$ cat config.mk
export PLATFORM = sky130hd
export DESIGN_NAME = liion_charge_phase_controller
export DESIGN_NICKNAME = d
export VERILOG_FILES = /design/src/charge_pkg.sv /design/src/sample_if.sv /design/src/liion_charge_phase_controller.sv /design/src/tick_divider.sv /design/src/current_averager.sv
export SDC_FILE = /design/constraint.sdc
export NUM_CORES = 1
export LEC_CHECK = 0
export BUFFER_PORTS_ARGS = -buffer_cell sky130_fd_sc_hd__buf_4
export CAP_MARGIN = 10
export CORE_MARGIN = 5
export CORE_UTILIZATION = 55
export CTS_BUF_LIST = sky130_fd_sc_hd__clkbuf_8
export DETAILED_ROUTE_END_ITERATION = 12
export MAX_ROUTING_LAYER = met4
export PLACE_DENSITY = 0.75
export SETUP_SLACK_MARGIN = 0.02
export SYNTH_ARGS = -nofsm -noshare
export SYNTH_HDL_FRONTEND = slang
export SYNTH_SLANG_ARGS = --single-unit
$ cat constraint.sdc
create_clock -name sys_clk -period 40.2 [get_ports sys_clk]
set_input_delay 8.04 -clock sys_clk [delete_from_list [all_inputs] [get_ports sys_clk]]
set_output_delay 8.04 -clock sys_clk [all_outputs]
set_load 0.01 [all_outputs]
$ cat src/charge_pkg.sv
// Constants, register map and state encoding for the charge sequencer
//----------------------------------------------------------------------
// Overview of operation
// - Below 2.9 V charge at pre-charge current
// - Pre-charge current from bits 7:6
// - Pre-charge starts without host action
// - Between 2.9 V and target: constant current
// - Fast-charge current from bits 5:0
// - Near target switch to constant voltage
// - End of charge only in CV phase
// - Complete when average current below threshold
// - Restart below target minus recharge drop
// - Target 3.65 V plus 25 mV steps
// - Recharge drop from bit 6
// - Restart only when system runs from charger
// - Sample current every 1 ms or 10 ms
// - Average current over last 10 seconds
// - Drive wall and USB input gates
// - Blink LED while charging until app powers
//----------------------------------------------------------------------
`default_nettype none
package charge_pkg;
   // Clock and timing
   localparam int unsigned CLK_HZ = 20_000_000;
   localparam int unsigned SAMPLE_PERIOD_MS = 1;
   localparam int unsigned MS_CYCLES = CLK_HZ / 1000 * SAMPLE_PERIOD_MS;
   localparam int unsigned SLOW_RATE_MS = 10;
   localparam int unsigned AVG_WINDOW_S = 10;
   localparam int unsigned AVG_FAST_N = AVG_WINDOW_S * 1000 / 1;
   localparam int unsigned AVG_SLOW_N = AVG_WINDOW_S * 1000 / SLOW_RATE_MS;
   localparam int unsigned BLINK_HALF_MS = 250;
   localparam int unsigned BLINK_CYCLES = CLK_HZ / 1000 * BLINK_HALF_MS;
   // Voltage figures in millivolts
   localparam logic [12:0] PRE_THR_MV = 13'h0b54; // 2900 mV
   localparam logic [12:0] VT_BASE_MV = 13'h0e42; // 3650 mV
   localparam logic [12:0] VT_STEP_MV = 13'h0019; // 25 mV
   localparam logic [12:0] CV_MARGIN_MV = 13'h0019; // 25 mV
   localparam logic [12:0] DROP_LO_MV = 13'h0064; // 100 mV
   localparam logic [12:0] DROP_HI_MV = 13'h00c8; // 200 mV
   // Register offsets
   localparam logic [7:0] ADDR_CHG_CUR = 8'h41;
   localparam logic [7:0] ADDR_TGT_V = 8'h42;
   localparam logic [7:0] ADDR_RECHG = 8'h43;
   localparam logic [7:0] ADDR_END_CUR = 8'h59;
   localparam logic [7:0] ADDR_CTRL = 8'h60;
   localparam logic [7:0] ADDR_STATUS = 8'h61;
   // Reset values
   localparam logic [7:0] RST_CHG_CUR = 8'h44;
   localparam logic [7:0] RST_TGT_V = 8'hb0;
   localparam logic [7:0] RST_RECHG = 8'h40;
   localparam logic [7:0] RST_END_CUR = 8'h32;
   localparam logic [7:0] RST_CTRL = 8'h02;
   // Field positions
   localparam int unsigned PRE_MSB = 7;
   localparam int unsigned PRE_LSB = 6;
   localparam int unsigned FAST_MSB = 5;
   localparam int unsigned TGT_MSB = 7;
   localparam int unsigned TGT_LSB = 3;
   localparam int unsigned DROP_BIT = 6;
   localparam int unsigned CTRL_RATE_BIT = 0;
   localparam int unsigned CTRL_BLINK_BIT = 1;
   localparam int unsigned CTRL_LEDSEL_BIT = 2;
   localparam int unsigned STAT_EOC_BIT = 3;
   // Sequencer states, Gray along idle-pre-cc-cv-done
   typedef enum logic [2:0] {
      ST_IDLE = 3'b000,
      ST_PRE = 3'b001,
      ST_CC = 3'b011,
      ST_CV = 3'b010,
      ST_DONE = 3'b110
   } chg_state_e;
endpackage
`default_nettype wire

$ cat src/sample_if.sv
// Current sample stream and averaged result between sequencer and averager
`timescale 1ns/1ps
`default_nettype none
interface sample_if;
   logic valid;
   logic [11:0] data;
   logic ten_ms;
   logic win_clear;
   logic avg_valid;
   logic [11:0] avg;
   modport src (output valid, data, ten_ms, win_clear,
                input avg_valid, avg);
   modport avg_side (input valid, data, ten_ms, win_clear,
                     output avg_valid, avg);
endinterface
`default_nettype wire

$ cat src/liion_charge_phase_controller.sv
// Top of the lithium-ion charge phase sequencer with register port
//
// Implementation choice: the strobed register port.
`timescale 1ns/1ps
`default_nettype none
module liion_charge_phase_controller #(
   parameter int unsigned MS_CYCLES = charge_pkg::MS_CYCLES,
   parameter int unsigned BLINK_CYCLES = charge_pkg::BLINK_CYCLES,
   parameter int unsigned FAST_N = charge_pkg::AVG_FAST_N,
   parameter int unsigned SLOW_N = charge_pkg::AVG_SLOW_N
) (
   input wire logic sys_clk,              // 20 MHz clock
   input wire logic rst,                  // Async reset, high
   input wire logic [7:0] reg_addr,       // Register address
   input wire logic [7:0] reg_wdata,      // Write data
   input wire logic reg_wr,               // Write strobe
   input wire logic reg_rd,               // Read strobe
   output logic [7:0] reg_rdata,          // Read data, next cycle
   input wire logic wall_supply,          // Wall input valid pin
   input wire logic usb_supply,           // USB input valid pin
   input wire logic sys_on_charger,       // System fed from charger pin
   input wire logic app_power_good,       // Application powered pin
   input wire logic [12:0] bat_mv,        // Battery voltage, mV
   output logic conv_start,               // Current conversion request
   input wire logic conv_valid,           // Conversion result strobe
   input wire logic [11:0] conv_data,     // Charge current, mA
   output logic charge_en,                // Linear stage enable
   output logic precharge_active,         // Pre-charge current selected
   output logic cv_active,                // Constant-voltage regulation
   output logic [1:0] pre_charge_current, // Pre-charge current code
   output logic [5:0] fast_charge_current, // Fast-charge current code
   output logic [4:0] charge_target_voltage, // Target voltage code
   output logic wall_input_gate,          // Wall switch gate enable
   output logic usb_input_gate,           // USB switch gate enable
   output logic led_output_a,             // LED output a
   output logic led_output_b              // LED output b
);
   //-------------------------------------------------------------------
   // Pin synchronisers
   //-------------------------------------------------------------------
   logic [3:0] pin_meta_q;
   logic [3:0] pin_sync_q;
   logic wall_ok;
   logic usb_ok;
   logic on_chg;
   logic app_pg;
   logic chg_ok;

   // Two stages before any logic looks at the pins
   always_ff @(posedge sys_clk or posedge rst) begin
      if (rst) begin
         pin_meta_q <= 4'h0;
         pin_sync_q <= 4'h0;
      end else begin
         pin_meta_q <= {app_power_good, sys_on_charger,
                        usb_supply, wall_supply};
         pin_sync_q <= pin_meta_q;
      end
   end

   assign wall_ok = pin_sync_q[0];
   assign usb_ok = pin_sync_q[1];
   assign on_chg = pin_sync_q[2];
   assign app_pg = pin_sync_q[3];
   assign chg_ok = wall_ok || usb_ok;

   //-------------------------------------------------------------------
   // Register file
   //-------------------------------------------------------------------
   logic [7:0] cur_cfg_q;
   logic [7:0] tgt_cfg_q;
   logic [7:0] rechg_cfg_q;
   logic [7:0] end_cur_q;
   logic [7:0] ctrl_q;
   logic eoc_flag_q;
   logic eoc_set;
   logic [7:0] rdata_q;
   charge_pkg::chg_state_e state_q;
   charge_pkg::chg_state_e state_d;

   // Writes to the programmed parameters
   always_ff @(posedge sys_clk or posedge rst) begin
      if (rst) begin
         cur_cfg_q <= charge_pkg::RST_CHG_CUR;
         tgt_cfg_q <= charge_pkg::RST_TGT_V;
         rechg_cfg_q <= charge_pkg::RST_RECHG;
         end_cur_q <= charge_pkg::RST_END_CUR;
         ctrl_q <= charge_pkg::RST_CTRL;
      end else if (reg_wr) begin
         case (reg_addr)
            charge_pkg::ADDR_CHG_CUR: cur_cfg_q <= reg_wdata;
            charge_pkg::ADDR_TGT_V: tgt_cfg_q <= reg_wdata;
            charge_pkg::ADDR_RECHG: rechg_cfg_q <= reg_wdata;
            charge_pkg::ADDR_END_CUR: end_cur_q <= reg_wdata;
            charge_pkg::ADDR_CTRL: ctrl_q <= reg_wdata;
            default: ;
         endcase
      end
   end

   // Completion flag: a new completion outranks a clearing write
   always_ff @(posedge sys_clk or posedge rst) begin
      if (rst) begin
         eoc_flag_q <= 1'b0;
      end else if (eoc_set) begin
         eoc_flag_q <= 1'b1;
      end else if (reg_wr && reg_addr == charge_pkg::ADDR_STATUS
                   && reg_wdata[charge_pkg::STAT_EOC_BIT]) begin
         eoc_flag_q <= 1'b0;
      end
   end

   // Read data one cycle after the strobe, zero when unmapped
   always_ff @(posedge sys_clk or posedge rst) begin
      if (rst) begin
         rdata_q <= 8'h00;
      end else if (reg_rd) begin
         case (reg_addr)
            charge_pkg::ADDR_CHG_CUR: rdata_q <= cur_cfg_q;
            charge_pkg::ADDR_TGT_V: rdata_q <= tgt_cfg_q;
            charge_pkg::ADDR_RECHG: rdata_q <= rechg_cfg_q;
            charge_pkg::ADDR_END_CUR: rdata_q <= end_cur_q;
            charge_pkg::ADDR_CTRL: rdata_q <= ctrl_q;
            charge_pkg::ADDR_STATUS:
               rdata_q <= {2'b00, app_pg, chg_ok, eoc_flag_q, state_q};
            default: rdata_q <= 8'h00;
         endcase
      end else begin
         rdata_q <= 8'h00;
      end
   end

   assign reg_rdata = rdata_q;

   //-------------------------------------------------------------------
   // Thresholds
   //-------------------------------------------------------------------
   logic [12:0] target_mv;
   logic [12:0] cv_mv;
   logic [12:0] recharge_mv;
   logic [12:0] drop_mv;

   // Target is a 25 mV ladder above 3.65 V
   assign target_mv = charge_pkg::VT_BASE_MV
      + 13'(tgt_cfg_q[charge_pkg::TGT_MSB:charge_pkg::TGT_LSB])
      * charge_pkg::VT_STEP_MV;
   assign cv_mv = target_mv - charge_pkg::CV_MARGIN_MV;
   assign drop_mv = rechg_cfg_q[charge_pkg::DROP_BIT]
      ? charge_pkg::DROP_HI_MV : charge_pkg::DROP_LO_MV;
   assign recharge_mv = target_mv - drop_mv;

   //-------------------------------------------------------------------
   // Current sampling and averaging
   //-------------------------------------------------------------------
   logic ms_tick;
   logic [3:0] slow_cnt_q;
   logic ten_ms;
   sample_if smp ();

   tick_divider #(.DIV(MS_CYCLES)) u_ms_tick (
      .sys_clk(sys_clk),
      .rst(rst),
      .tick(ms_tick)
   );

   // Every tenth millisecond tick in the slow rate
   assign ten_ms = ctrl_q[charge_pkg::CTRL_RATE_BIT];
   always_ff @(posedge sys_clk or posedge rst) begin
      if (rst) begin
         slow_cnt_q <= 4'h0;
      end else if (ms_tick) begin
         slow_cnt_q <= (slow_cnt_q == 4'(charge_pkg::SLOW_RATE_MS - 1))
                       ? 4'h0 : slow_cnt_q + 4'h1;
      end
   end

   assign conv_start = ms_tick && (!ten_ms
      || slow_cnt_q == 4'(charge_pkg::SLOW_RATE_MS - 1));

   assign smp.valid = conv_valid;
   assign smp.data = conv_data;
   assign smp.ten_ms = ten_ms;
   // Fresh window on CV entry so the decision sees only CV current
   assign smp.win_clear = state_q != charge_pkg::ST_CV
                          && state_d == charge_pkg::ST_CV;

   current_averager #(.FAST_N(FAST_N), .SLOW_N(SLOW_N)) u_avg (
      .sys_clk(sys_clk),
      .rst(rst),
      .smp(smp)
   );

   //-------------------------------------------------------------------
   // Charge sequencer
   //-------------------------------------------------------------------
   logic eoc_hit;

   // End of charge is judged once per new average
   assign eoc_hit = smp.avg_valid
                    && smp.avg < 12'(end_cur_q);

   // Phase selection, no host action needed to start
   always_comb begin
      state_d = state_q;
      case (state_q)
         charge_pkg::ST_IDLE: begin
            if (bat_mv < charge_pkg::PRE_THR_MV) begin
               state_d = charge_pkg::ST_PRE;
            end else if (bat_mv < cv_mv) begin
               state_d = charge_pkg::ST_CC;
            end else begin
               state_d = charge_pkg::ST_CV;
            end
         end
         charge_pkg::ST_PRE: begin
            if (bat_mv >= charge_pkg::PRE_THR_MV) begin
               state_d = charge_pkg::ST_CC;
            end
         end
         charge_pkg::ST_CC: begin
            if (bat_mv < charge_pkg::PRE_THR_MV) begin
               state_d = charge_pkg::ST_PRE;
            end else if (bat_mv >= cv_mv) begin
               state_d = charge_pkg::ST_CV;
            end
         end
         charge_pkg::ST_CV: begin
            if (eoc_hit) begin
               state_d = charge_pkg::ST_DONE;
            end
         end
         charge_pkg::ST_DONE: begin
            if (on_chg && bat_mv < recharge_mv) begin
               state_d = charge_pkg::ST_IDLE;
            end
         end
         default: state_d = charge_pkg::ST_IDLE;
      endcase
      if (!chg_ok) begin
         state_d = charge_pkg::ST_IDLE;
      end
   end

   always_ff @(posedge sys_clk or posedge rst) begin
      if (rst) begin
         state_q <= charge_pkg::ST_IDLE;
      end else begin
         state_q <= state_d;
      end
   end

   assign eoc_set = state_q == charge_pkg::ST_CV
                    && state_d == charge_pkg::ST_DONE;

   // Stage enables decoded from the state flops, codes from the registers
   assign charge_en = state_q == charge_pkg::ST_PRE
                      || state_q == charge_pkg::ST_CC
                      || state_q == charge_pkg::ST_CV;
   assign precharge_active = state_q == charge_pkg::ST_PRE;
   assign cv_active = state_q == charge_pkg::ST_CV;
   assign pre_charge_current =
      cur_cfg_q[charge_pkg::PRE_MSB:charge_pkg::PRE_LSB];
   assign fast_charge_current = cur_cfg_q[charge_pkg::FAST_MSB:0];
   assign charge_target_voltage =
      tgt_cfg_q[charge_pkg::TGT_MSB:charge_pkg::TGT_LSB];

   //-------------------------------------------------------------------
   // Input gates and LED
   //-------------------------------------------------------------------
   logic blink_tick;
   logic led_q;
   logic blink_on;

   // Wall input wins, so both switches never close together
   assign wall_input_gate = wall_ok;
   assign usb_input_gate = usb_ok && !wall_ok;

   tick_divider #(.DIV(BLINK_CYCLES)) u_blink_tick (
      .sys_clk(sys_clk),
      .rst(rst),
      .tick(blink_tick)
   );

   // Flash only until the application can come up
   assign blink_on = ctrl_q[charge_pkg::CTRL_BLINK_BIT]
                     && charge_en && !app_pg;
   always_ff @(posedge sys_clk or posedge rst) begin
      if (rst) begin
         led_q <= 1'b0;
      end else if (!blink_on) begin
         led_q <= 1'b0;
      end else if (blink_tick) begin
         led_q <= !led_q;
      end
   end

   assign led_output_a = led_q && !ctrl_q[charge_pkg::CTRL_LEDSEL_BIT];
   assign led_output_b = led_q && ctrl_q[charge_pkg::CTRL_LEDSEL_BIT];

   //-------------------------------------------------------------------
   // Checks
   //-------------------------------------------------------------------
   a_pre_entry: assert property (@(posedge sys_clk) disable iff (rst)
      state_q == charge_pkg::ST_IDLE && chg_ok
      && bat_mv < charge_pkg::PRE_THR_MV
      |=> precharge_active && charge_en)
      else $error("low battery did not enter pre-charge");

   a_pre_field: assert property (@(posedge sys_clk) disable iff (rst)
      reg_wr && reg_addr == charge_pkg::ADDR_CHG_CUR
      |=> pre_charge_current == $past(reg_wdata[7:6])
      && fast_charge_current == $past(reg_wdata[5:0]))
      else $error("charge current fields not updated");

   a_cc_band: assert property (@(posedge sys_clk) disable iff (rst)
      state_q == charge_pkg::ST_PRE && chg_ok
      && bat_mv >= charge_pkg::PRE_THR_MV
      |=> state_q == charge_pkg::ST_CC && !precharge_active)
      else $error("no fast charge above pre-charge level");

   a_cv_entry: assert property (@(posedge sys_clk) disable iff (rst)
      state_q == charge_pkg::ST_CC && chg_ok && bat_mv >= cv_mv
      && bat_mv >= charge_pkg::PRE_THR_MV |=> cv_active)
      else $error("no CV phase near target");

   a_eoc_only_cv: assert property (@(posedge sys_clk) disable iff (rst)
      $rose(state_q == charge_pkg::ST_DONE)
      |-> $past(state_q) == charge_pkg::ST_CV)
      else $error("charge ended outside CV phase");

   a_eoc_decide: assert property (@(posedge sys_clk) disable iff (rst)
      cv_active && chg_ok && eoc_hit
      |=> state_q == charge_pkg::ST_DONE && eoc_flag_q && !charge_en)
      else $error("low average current did not end charge");

   a_recharge: assert property (@(posedge sys_clk) disable iff (rst)
      state_q == charge_pkg::ST_DONE && chg_ok
      && !(on_chg && bat_mv < recharge_mv)
      |=> state_q == charge_pkg::ST_DONE)
      else $error("recharge started above threshold");

   a_idle_off: assert property (@(posedge sys_clk) disable iff (rst)
      !chg_ok |=> state_q == charge_pkg::ST_IDLE ##0 !charge_en)
      else $error("charging without a charger");

   a_gate_excl: assert property (@(posedge sys_clk) disable iff (rst)
      !(wall_input_gate && usb_input_gate)
      && wall_input_gate == $past(wall_supply, 2))
      else $error("input gates wrong");

   a_led_quiet: assert property (@(posedge sys_clk) disable iff (rst)
      !blink_on |=> !led_output_a && !led_output_b)
      else $error("LED lit while blinking is off");
endmodule // liion_charge_phase_controller
`default_nettype wire

$ cat src/tick_divider.sv
// Free-running divider giving a one-cycle tick every DIV clocks
`timescale 1ns/1ps
`default_nettype none
module tick_divider #(
   parameter int unsigned DIV = 20000
) (
   input wire logic sys_clk, // System clock
   input wire logic rst,     // Async reset, high
   output logic tick         // One-cycle pulse
);
   localparam int unsigned W = (DIV > 1) ? $clog2(DIV) : 1;
   localparam logic [W-1:0] LAST = W'(DIV - 1);
   logic [W-1:0] cnt_q;

   // Count up through the period
   always_ff @(posedge sys_clk or posedge rst) begin
      if (rst) begin
         cnt_q <= '0;
      end else if (cnt_q == LAST) begin
         cnt_q <= '0;
      end else begin
         cnt_q <= cnt_q + W'(1);
      end
   end

   assign tick = (cnt_q == LAST);

   a_tick_spacing: assert property (@(posedge sys_clk) disable iff (rst)
      tick |=> !tick)
      else $error("tick repeated on consecutive cycles");
endmodule // tick_divider
`default_nettype wire

$ cat src/current_averager.sv
// Block average of charge-current samples over a fixed window
`timescale 1ns/1ps
`default_nettype none
module current_averager #(
   parameter int unsigned FAST_N = charge_pkg::AVG_FAST_N,
   parameter int unsigned SLOW_N = charge_pkg::AVG_SLOW_N
) (
   input wire logic sys_clk,      // System clock
   input wire logic rst,          // Async reset, high
   sample_if.avg_side smp         // Samples in, average out
);
   logic [25:0] sum_q;
   logic [13:0] cnt_q;
   logic rate_q;
   logic [25:0] sum_w;
   logic [25:0] quot_w;
   logic last_w;
   logic [11:0] avg_q;
   logic avg_valid_q;

   // Window length follows the sampling rate
   assign last_w = smp.ten_ms ? (cnt_q == 14'(SLOW_N - 1))
                              : (cnt_q == 14'(FAST_N - 1));
   assign sum_w = sum_q + 26'(smp.data);
   assign quot_w = smp.ten_ms ? sum_w / 26'(SLOW_N)
                              : sum_w / 26'(FAST_N);

   // Rate change restarts the window so old samples do not skew it
   always_ff @(posedge sys_clk or posedge rst) begin
      if (rst) begin
         sum_q <= '0;
         cnt_q <= '0;
         rate_q <= 1'b0;
      end else begin
         rate_q <= smp.ten_ms;
         if (smp.win_clear || rate_q != smp.ten_ms) begin
            sum_q <= '0;
            cnt_q <= '0;
         end else if (smp.valid && last_w) begin
            sum_q <= '0;
            cnt_q <= '0;
         end else if (smp.valid) begin
            sum_q <= sum_w;
            cnt_q <= cnt_q + 14'h0001;
         end
      end
   end

   // Publish one average per full window
   always_ff @(posedge sys_clk or posedge rst) begin
      if (rst) begin
         avg_q <= '0;
         avg_valid_q <= 1'b0;
      end else begin
         avg_valid_q <= smp.valid && last_w && !smp.win_clear
                        && rate_q == smp.ten_ms;
         if (smp.valid && last_w) begin
            avg_q <= quot_w[11:0];
         end
      end
   end

   assign smp.avg = avg_q;
   assign smp.avg_valid = avg_valid_q;
endmodule // current_averager
`default_nettype wire

* After elaboration in Yosys (flattened, before gate mapping)
Index checks and enable logic that the tools add are counted.
W data, S select, Z words.
** Storage, ports and cells
- Logic and storage cells :: 118
- Input bits :: 50
- Output and inout port bits :: 29
- Bits in registers :: 157
** Operators by class
- Multiplexer cells :: 27
- Equality and inequality tests :: 21
- Reductions and logical operators :: 34
- Multipliers :: 1
- $lt $le $gt $ge :: 6
- Add/sub/neg operators :: 8
- Div/mod/pow operators :: 2
** Operator list (count)
- $mux W26 :: 3
- $eq A8 B7 Y1 const B :: 6
- $pmux W8 S6 :: 1
- $mux W14 :: 3
- $add A26 B12 Y26 :: 1
- $div A26 B10 Y26 const B :: 1
- $div A26 B14 Y26 const B :: 1
- $lt A13 B13 Y1 :: 2
- $add A23 B1 Y23 const B :: 1
- $eq A23 B23 Y1 const B :: 1
- $mux W23 :: 1
- $mux W3 :: 6
- $mux W8 :: 2
- $add A15 B1 Y15 const B :: 1
- $eq A15 B15 Y1 const B :: 1
- $logic_and A1 B1 Y1 :: 15
- $mux W15 :: 1
- $pmux W3 S5 :: 1
- $add A14 B1 Y14 const B :: 1
- $eq A14 B10 Y1 const B :: 1
- $eq A14 B14 Y1 const B :: 1
- $add A12 B10 Y13 const A :: 1
- $ge A13 B12 Y1 const B :: 1
- $ge A13 B13 Y1 :: 1
- 24 further kinds :: 45

* Depth between registers and ports, before layout
- Depth after elaboration :: 13
- Mapped depth :: 231

* Modules after synthesis
From an unflattened synthesis, not the netlist that was laid out.
** Unflattened totals
- Cells, all modules :: 2417
- Area total of the unflattened synthesis :: 19836.5 µm²
** By module, submodules not included
- current_averager :: area an instance 13411.6 µm², instances 1, cells an instance 1806
- liion_charge_phase_controller :: area an instance 4616.9 µm², instances 1, cells an instance 441
- tick_divider (u_blink_tick) :: area an instance 1108.6 µm², instances 1, cells an instance 108
- tick_divider (u_ms_tick) :: area an instance 699.4 µm², instances 1, cells an instance 62

* Worst setup path after synthesis
No wires, ideal clock.
- Path type :: input-to-reg
- Start point :: input conv_data[6]
- End point :: register u_avg.avg_q[0], in the netlist u_avg.smp.avg[0]
- Slack :: -7917 ps
- Data required time :: 40060 ps
- Arrival :: 47978 ps
- Cell stages on the path :: 220
- Cells stage by stage :: ha_1 buf_2 a21oi_1 o21ai_1 a221oi_1 nor3_1 xor2_1 ha_1 nor2_1 a21oi_1 a41oi_1 a21o_1 nor2_1 nor2_1 a21oi_1 ha_1 o21a_1 o21a_1 (+184 left out) a21oi_1 nor2_1 mux2_2 nand3_1 a2111oi_2 or2_1 nor2_1 a21oi_1 ha_1 o21a_1 o21ai_0 nand2b_1 a21oi_1 nor2b_1 o21a_1 a311o_1 o311ai_1 a32oi_1
** Between the ends
- Longest elaborated chain between the ends :: 3
- Elaborated cells on any way between the ends :: 4
- Classes of those cells :: 1 x add/sub; 2 x div; 1 x mux
** RTL lines
- start: declaration :: RTL line liion_charge_phase_controller.sv:26 : input wire logic [11:0] conv_data,
- $add A26 B12 Y26 * :: RTL line current_averager.sv:24 : assign sum_w = sum_q + 26'(smp.data);
- $div A26 B14 Y26 / $div A26 B10 Y26 (equally long branches) :: RTL line current_averager.sv:26, current_averager.sv:25
- $mux W12 * :: RTL line current_averager.sv:25 : assign quot_w = smp.ten_ms ? sum_w / 26'(SLOW_N)
- end signal: assignment :: RTL line current_averager.sv:58 : avg_q <= quot_w[11:0];
- end: declaration :: RTL line current_averager.sv:18 : logic [11:0] avg_q;
Mark *: on every way between the ends. The rest lies on a longest branch, timed or not.
A chain may end at the register's enable or synchronous reset.

* Worst setup path in the final report
- Start point :: input conv_data[0]
- End point :: register u_avg.avg_q[0], in the netlist u_avg.smp.avg[0]
The elaborated chain is that of the path after synthesis.

==> out/metrics.yaml <==
die_y_um: 203
fmax_mhz: 22.6
critPathMaxFanout: 9
period_needed_ns: 44.32
htree_levels: 4
drc_errors: 0
skew_ns: 0.0193
synth_top_cells_by_count: "260 x nor2_1, 225 x nand2_1, 193 x ha_1"
cts_made_buffers: 17
critPathLaunchType: "primary input"
grt_first_pass_wirelength_um: 123000
rsz0062_at_grt: "true"
timing.rr.start: "ctrl_q[0]"
worstMarginPinSlew_ns: 1.09
syn_nets: 2811
synth_cell_types: 127
overflow: 0
dieArea_um2: 41200
synth_edf_count: 0
dr.pass1.iters: 6
hold_viol_final: 0
synth_most_common_cell: "nor2_1"
cts-root-buf: "clkbuf_8"
rows: 70
hpwlAfterDp_um: 56300
ys_ff_latch: 157
worstPathRequired_ns: 40.62
synth.largest_area_cell: "dfrtp_1"
end_kind: "flop"
cts_sinks: 157
yosysTopAreaCellShare_pct: 17.9
timing.hold.ws_ns: 0.364
ys.flop_type: "dfrtp_1"
cp.arrival_ns: 44.74
critPathMaxStageDelay_ns: 0.60
critPathSlowestCell: "or4_1"
clkLatencyLatePin_ns: 0.50
vias_per_cell: 6.43
async_flop_share_pct: 100
setup_viol: 3
track_usage_pct: 36.5
drt_wl_total_um: 82100
drive_gt1_share_pct: 40.6
drv_slew: 0
crit_path_end: "u_avg.smp.avg[0]"
antenna_left: 0
drt-initial-drc-count: 2462
grt_pass1_vias: 25351
die_w_um: 203
path_class: "primary input to flop"
cpMostUsedCell: "buf_4"
avgRoutedWirePerCell_um: 20.2
violations: "setup timing"
area_growth_pct: 49.1
clkTransAtPathRegs_ns: 0.11
worstRegToRegCells: 208
min_path_type: "flop to flop"
clockBufferDepth: 2
initial_core_util_pct: 55.9
fin_crit_sh_pct: 110
relSlewSlack_pct: 27.0
cts_tree: "done"
grt_max_degree: 82
ff2ff_setup_slack_ns: 2.92
synthTopCellsByArea: "dfrtp_1 18%, ha_1 12%, xnor2_1 5.0%"
io_buffers: 78
dr_total_vias: 26185
setup_ws_ns: -4.12
gp_congestion: 1.01
core_area_um2: 36700
yosys_warnings: 0
ios: 79
hold_start: "pin_meta_q[0]"
crit_start: "conv_data[0]"
status: "complete, but fails checks"
antenna_found_initial: 1
seq_area_frac_synth_pct: 19.2
maxCapViolCount: 0
synthCells: 2566
reg2reg_to: "u_avg.smp.avg[0]"
synth_area_per_cell_um2: 7.99
nets: 3833
synth_area_um2: 20500
==> metrics by stage <==
| step | instances | setup TNS [ns] | setup WS [ns] | area [um2] | utilization, % |
|---|---|---|---|---|---|
| after detailed placement | 3851 | -6.53 | -3.96 | 28000 | 76.2 |
| after CTS | 4001 | -3.21 | -2.41 | 29600 | 80.7 |
| after floorplan | 2566 | -9.49 | -4.88 | 21100 | - |
| final | 4070 | -6.95 | -4.12 | 30600 | 83.3 |
| after global routing | 4070 | -12.31 | -5.90 | 30600 | 83.3 |
| after global placement | 3851 | -2.95 | -2.23 | 28000 | 76.2 |
==> timing repair <==
action,in CTS,in global routing
setup buffers,118,69
gates resized for setup,67,79
pin swaps,80,91
endpoints found under the setup margin,2,4
hold buffers,0,0
==> cell families (layout without fill, tap and decap cells) <==
family,count (synthesis),after routing,synth area share [%]
AOI/OAI and AO/OA,715,715,25.4
xor gates and xnor gates,183,183,7.96
adders and majority gates,195,195,12.0
buffers and inverters,182,1217,3.85
DFF,157,157,19.2
muxes,107,107,5.69
other,0,1,0
and+or+nand+nor,1027,1027,25.9
==> registers in the layout, indices dropped and copies added (netlist names) <==
register / cells
ctrl_q: 8
cur_cfg_q: 8
end_cur_q: 8
eoc_flag_q: 1
led_q: 1
pin_meta_q: 4
pin_sync_q: 4
rechg_cfg_q: 8
reg_rdata: 8
slow_cnt_q: 4
state_q: 3
tgt_cfg_q: 8
u_avg.cnt_q: 14
u_avg.rate_q: 1
u_avg.smp.avg: 12
u_avg.smp.avg_valid: 1
u_avg.sum_q: 26
u_blink_tick.cnt_q: 23
u_ms_tick.cnt_q: 15
==> worst max-delay path: cells and delay by family <==
family	cells	cell delay, ns
and+or+nand+nor	61	9.37
adders and majority gates	18	5.39
buffers and inverters	39	5.15
xor gates and xnor gates	2	0.35
AOI/OAI and AO/OA	90	15.06
muxes	4	1.20
==> cell usage in the layout, fill, tap and decap left out, types with 22 or more instances in the layout <==
cell type  Yosys  routed
nand4_1       54      54
nor4_1        29      25
o21ai_0      111      88
o31ai_1       50      36
xnor2_1      116     113
a21oi_1      107      91
mux2_2        64      60
buf_4         15    1080
or3_1         34      33
o21ai_1       20      24
a211oi_1      37      36
xor2_1        64      62
mux2i_1       39      33
inv_1         91      89
nand3_1       81      72
nor3_1       100      92
nand2b_1      37      37
nor2b_1       45      41
nor2_1       260     247
and2_1        25      24
a31oi_1       29      28
o21a_1        61      61
and3_1        26      25
nand2_1      225     208
ha_1         193     170
a22oi_1       24      24
o211ai_1      22      22
dfrtp_1      147     146
==> per-layer routing <==
layer,track usage (%),part of all wire [%]
met2,62.8,48
met4,18.1,6.7
met3,5.08,7.4
met5,-,0
met1,41.8,38
==> worst min path at each step <==
| stage | to | slack [ns] | cells after the start |
|---|---|---|---|
| after floorplan | pin_sync_q[0] | 0.33 | 0 |
| after global placement | pin_sync_q[2] | 0.34 | 0 |
| after detailed placement | pin_sync_q[3] | 0.34 | 0 |
| after CTS | pin_sync_q[0] | 0.37 | 0 |
| after global routing | pin_sync_q[0] | 0.37 | 0 |
| final | pin_sync_q[0] | 0.36 | 0 |
==> cell type report <==
type | count | area (um2)
Clock inverter | 15 | 185
Multi-Input combinational cell | 2227 | 17000
Inverter | 93 | 354
Tap cell | 468 | 586
Timing Repair Buffer | 1092 | 8240
Antenna cell | 1 | 2.50
Sequential cell | 157 | 3950
Clock buffer | 17 | 234
Fill cell | 2171 | 6140
Power is left out: the tool's default activity adds up to more than one toggle a clock period on the data nets, which glitch-free logic cannot reach.
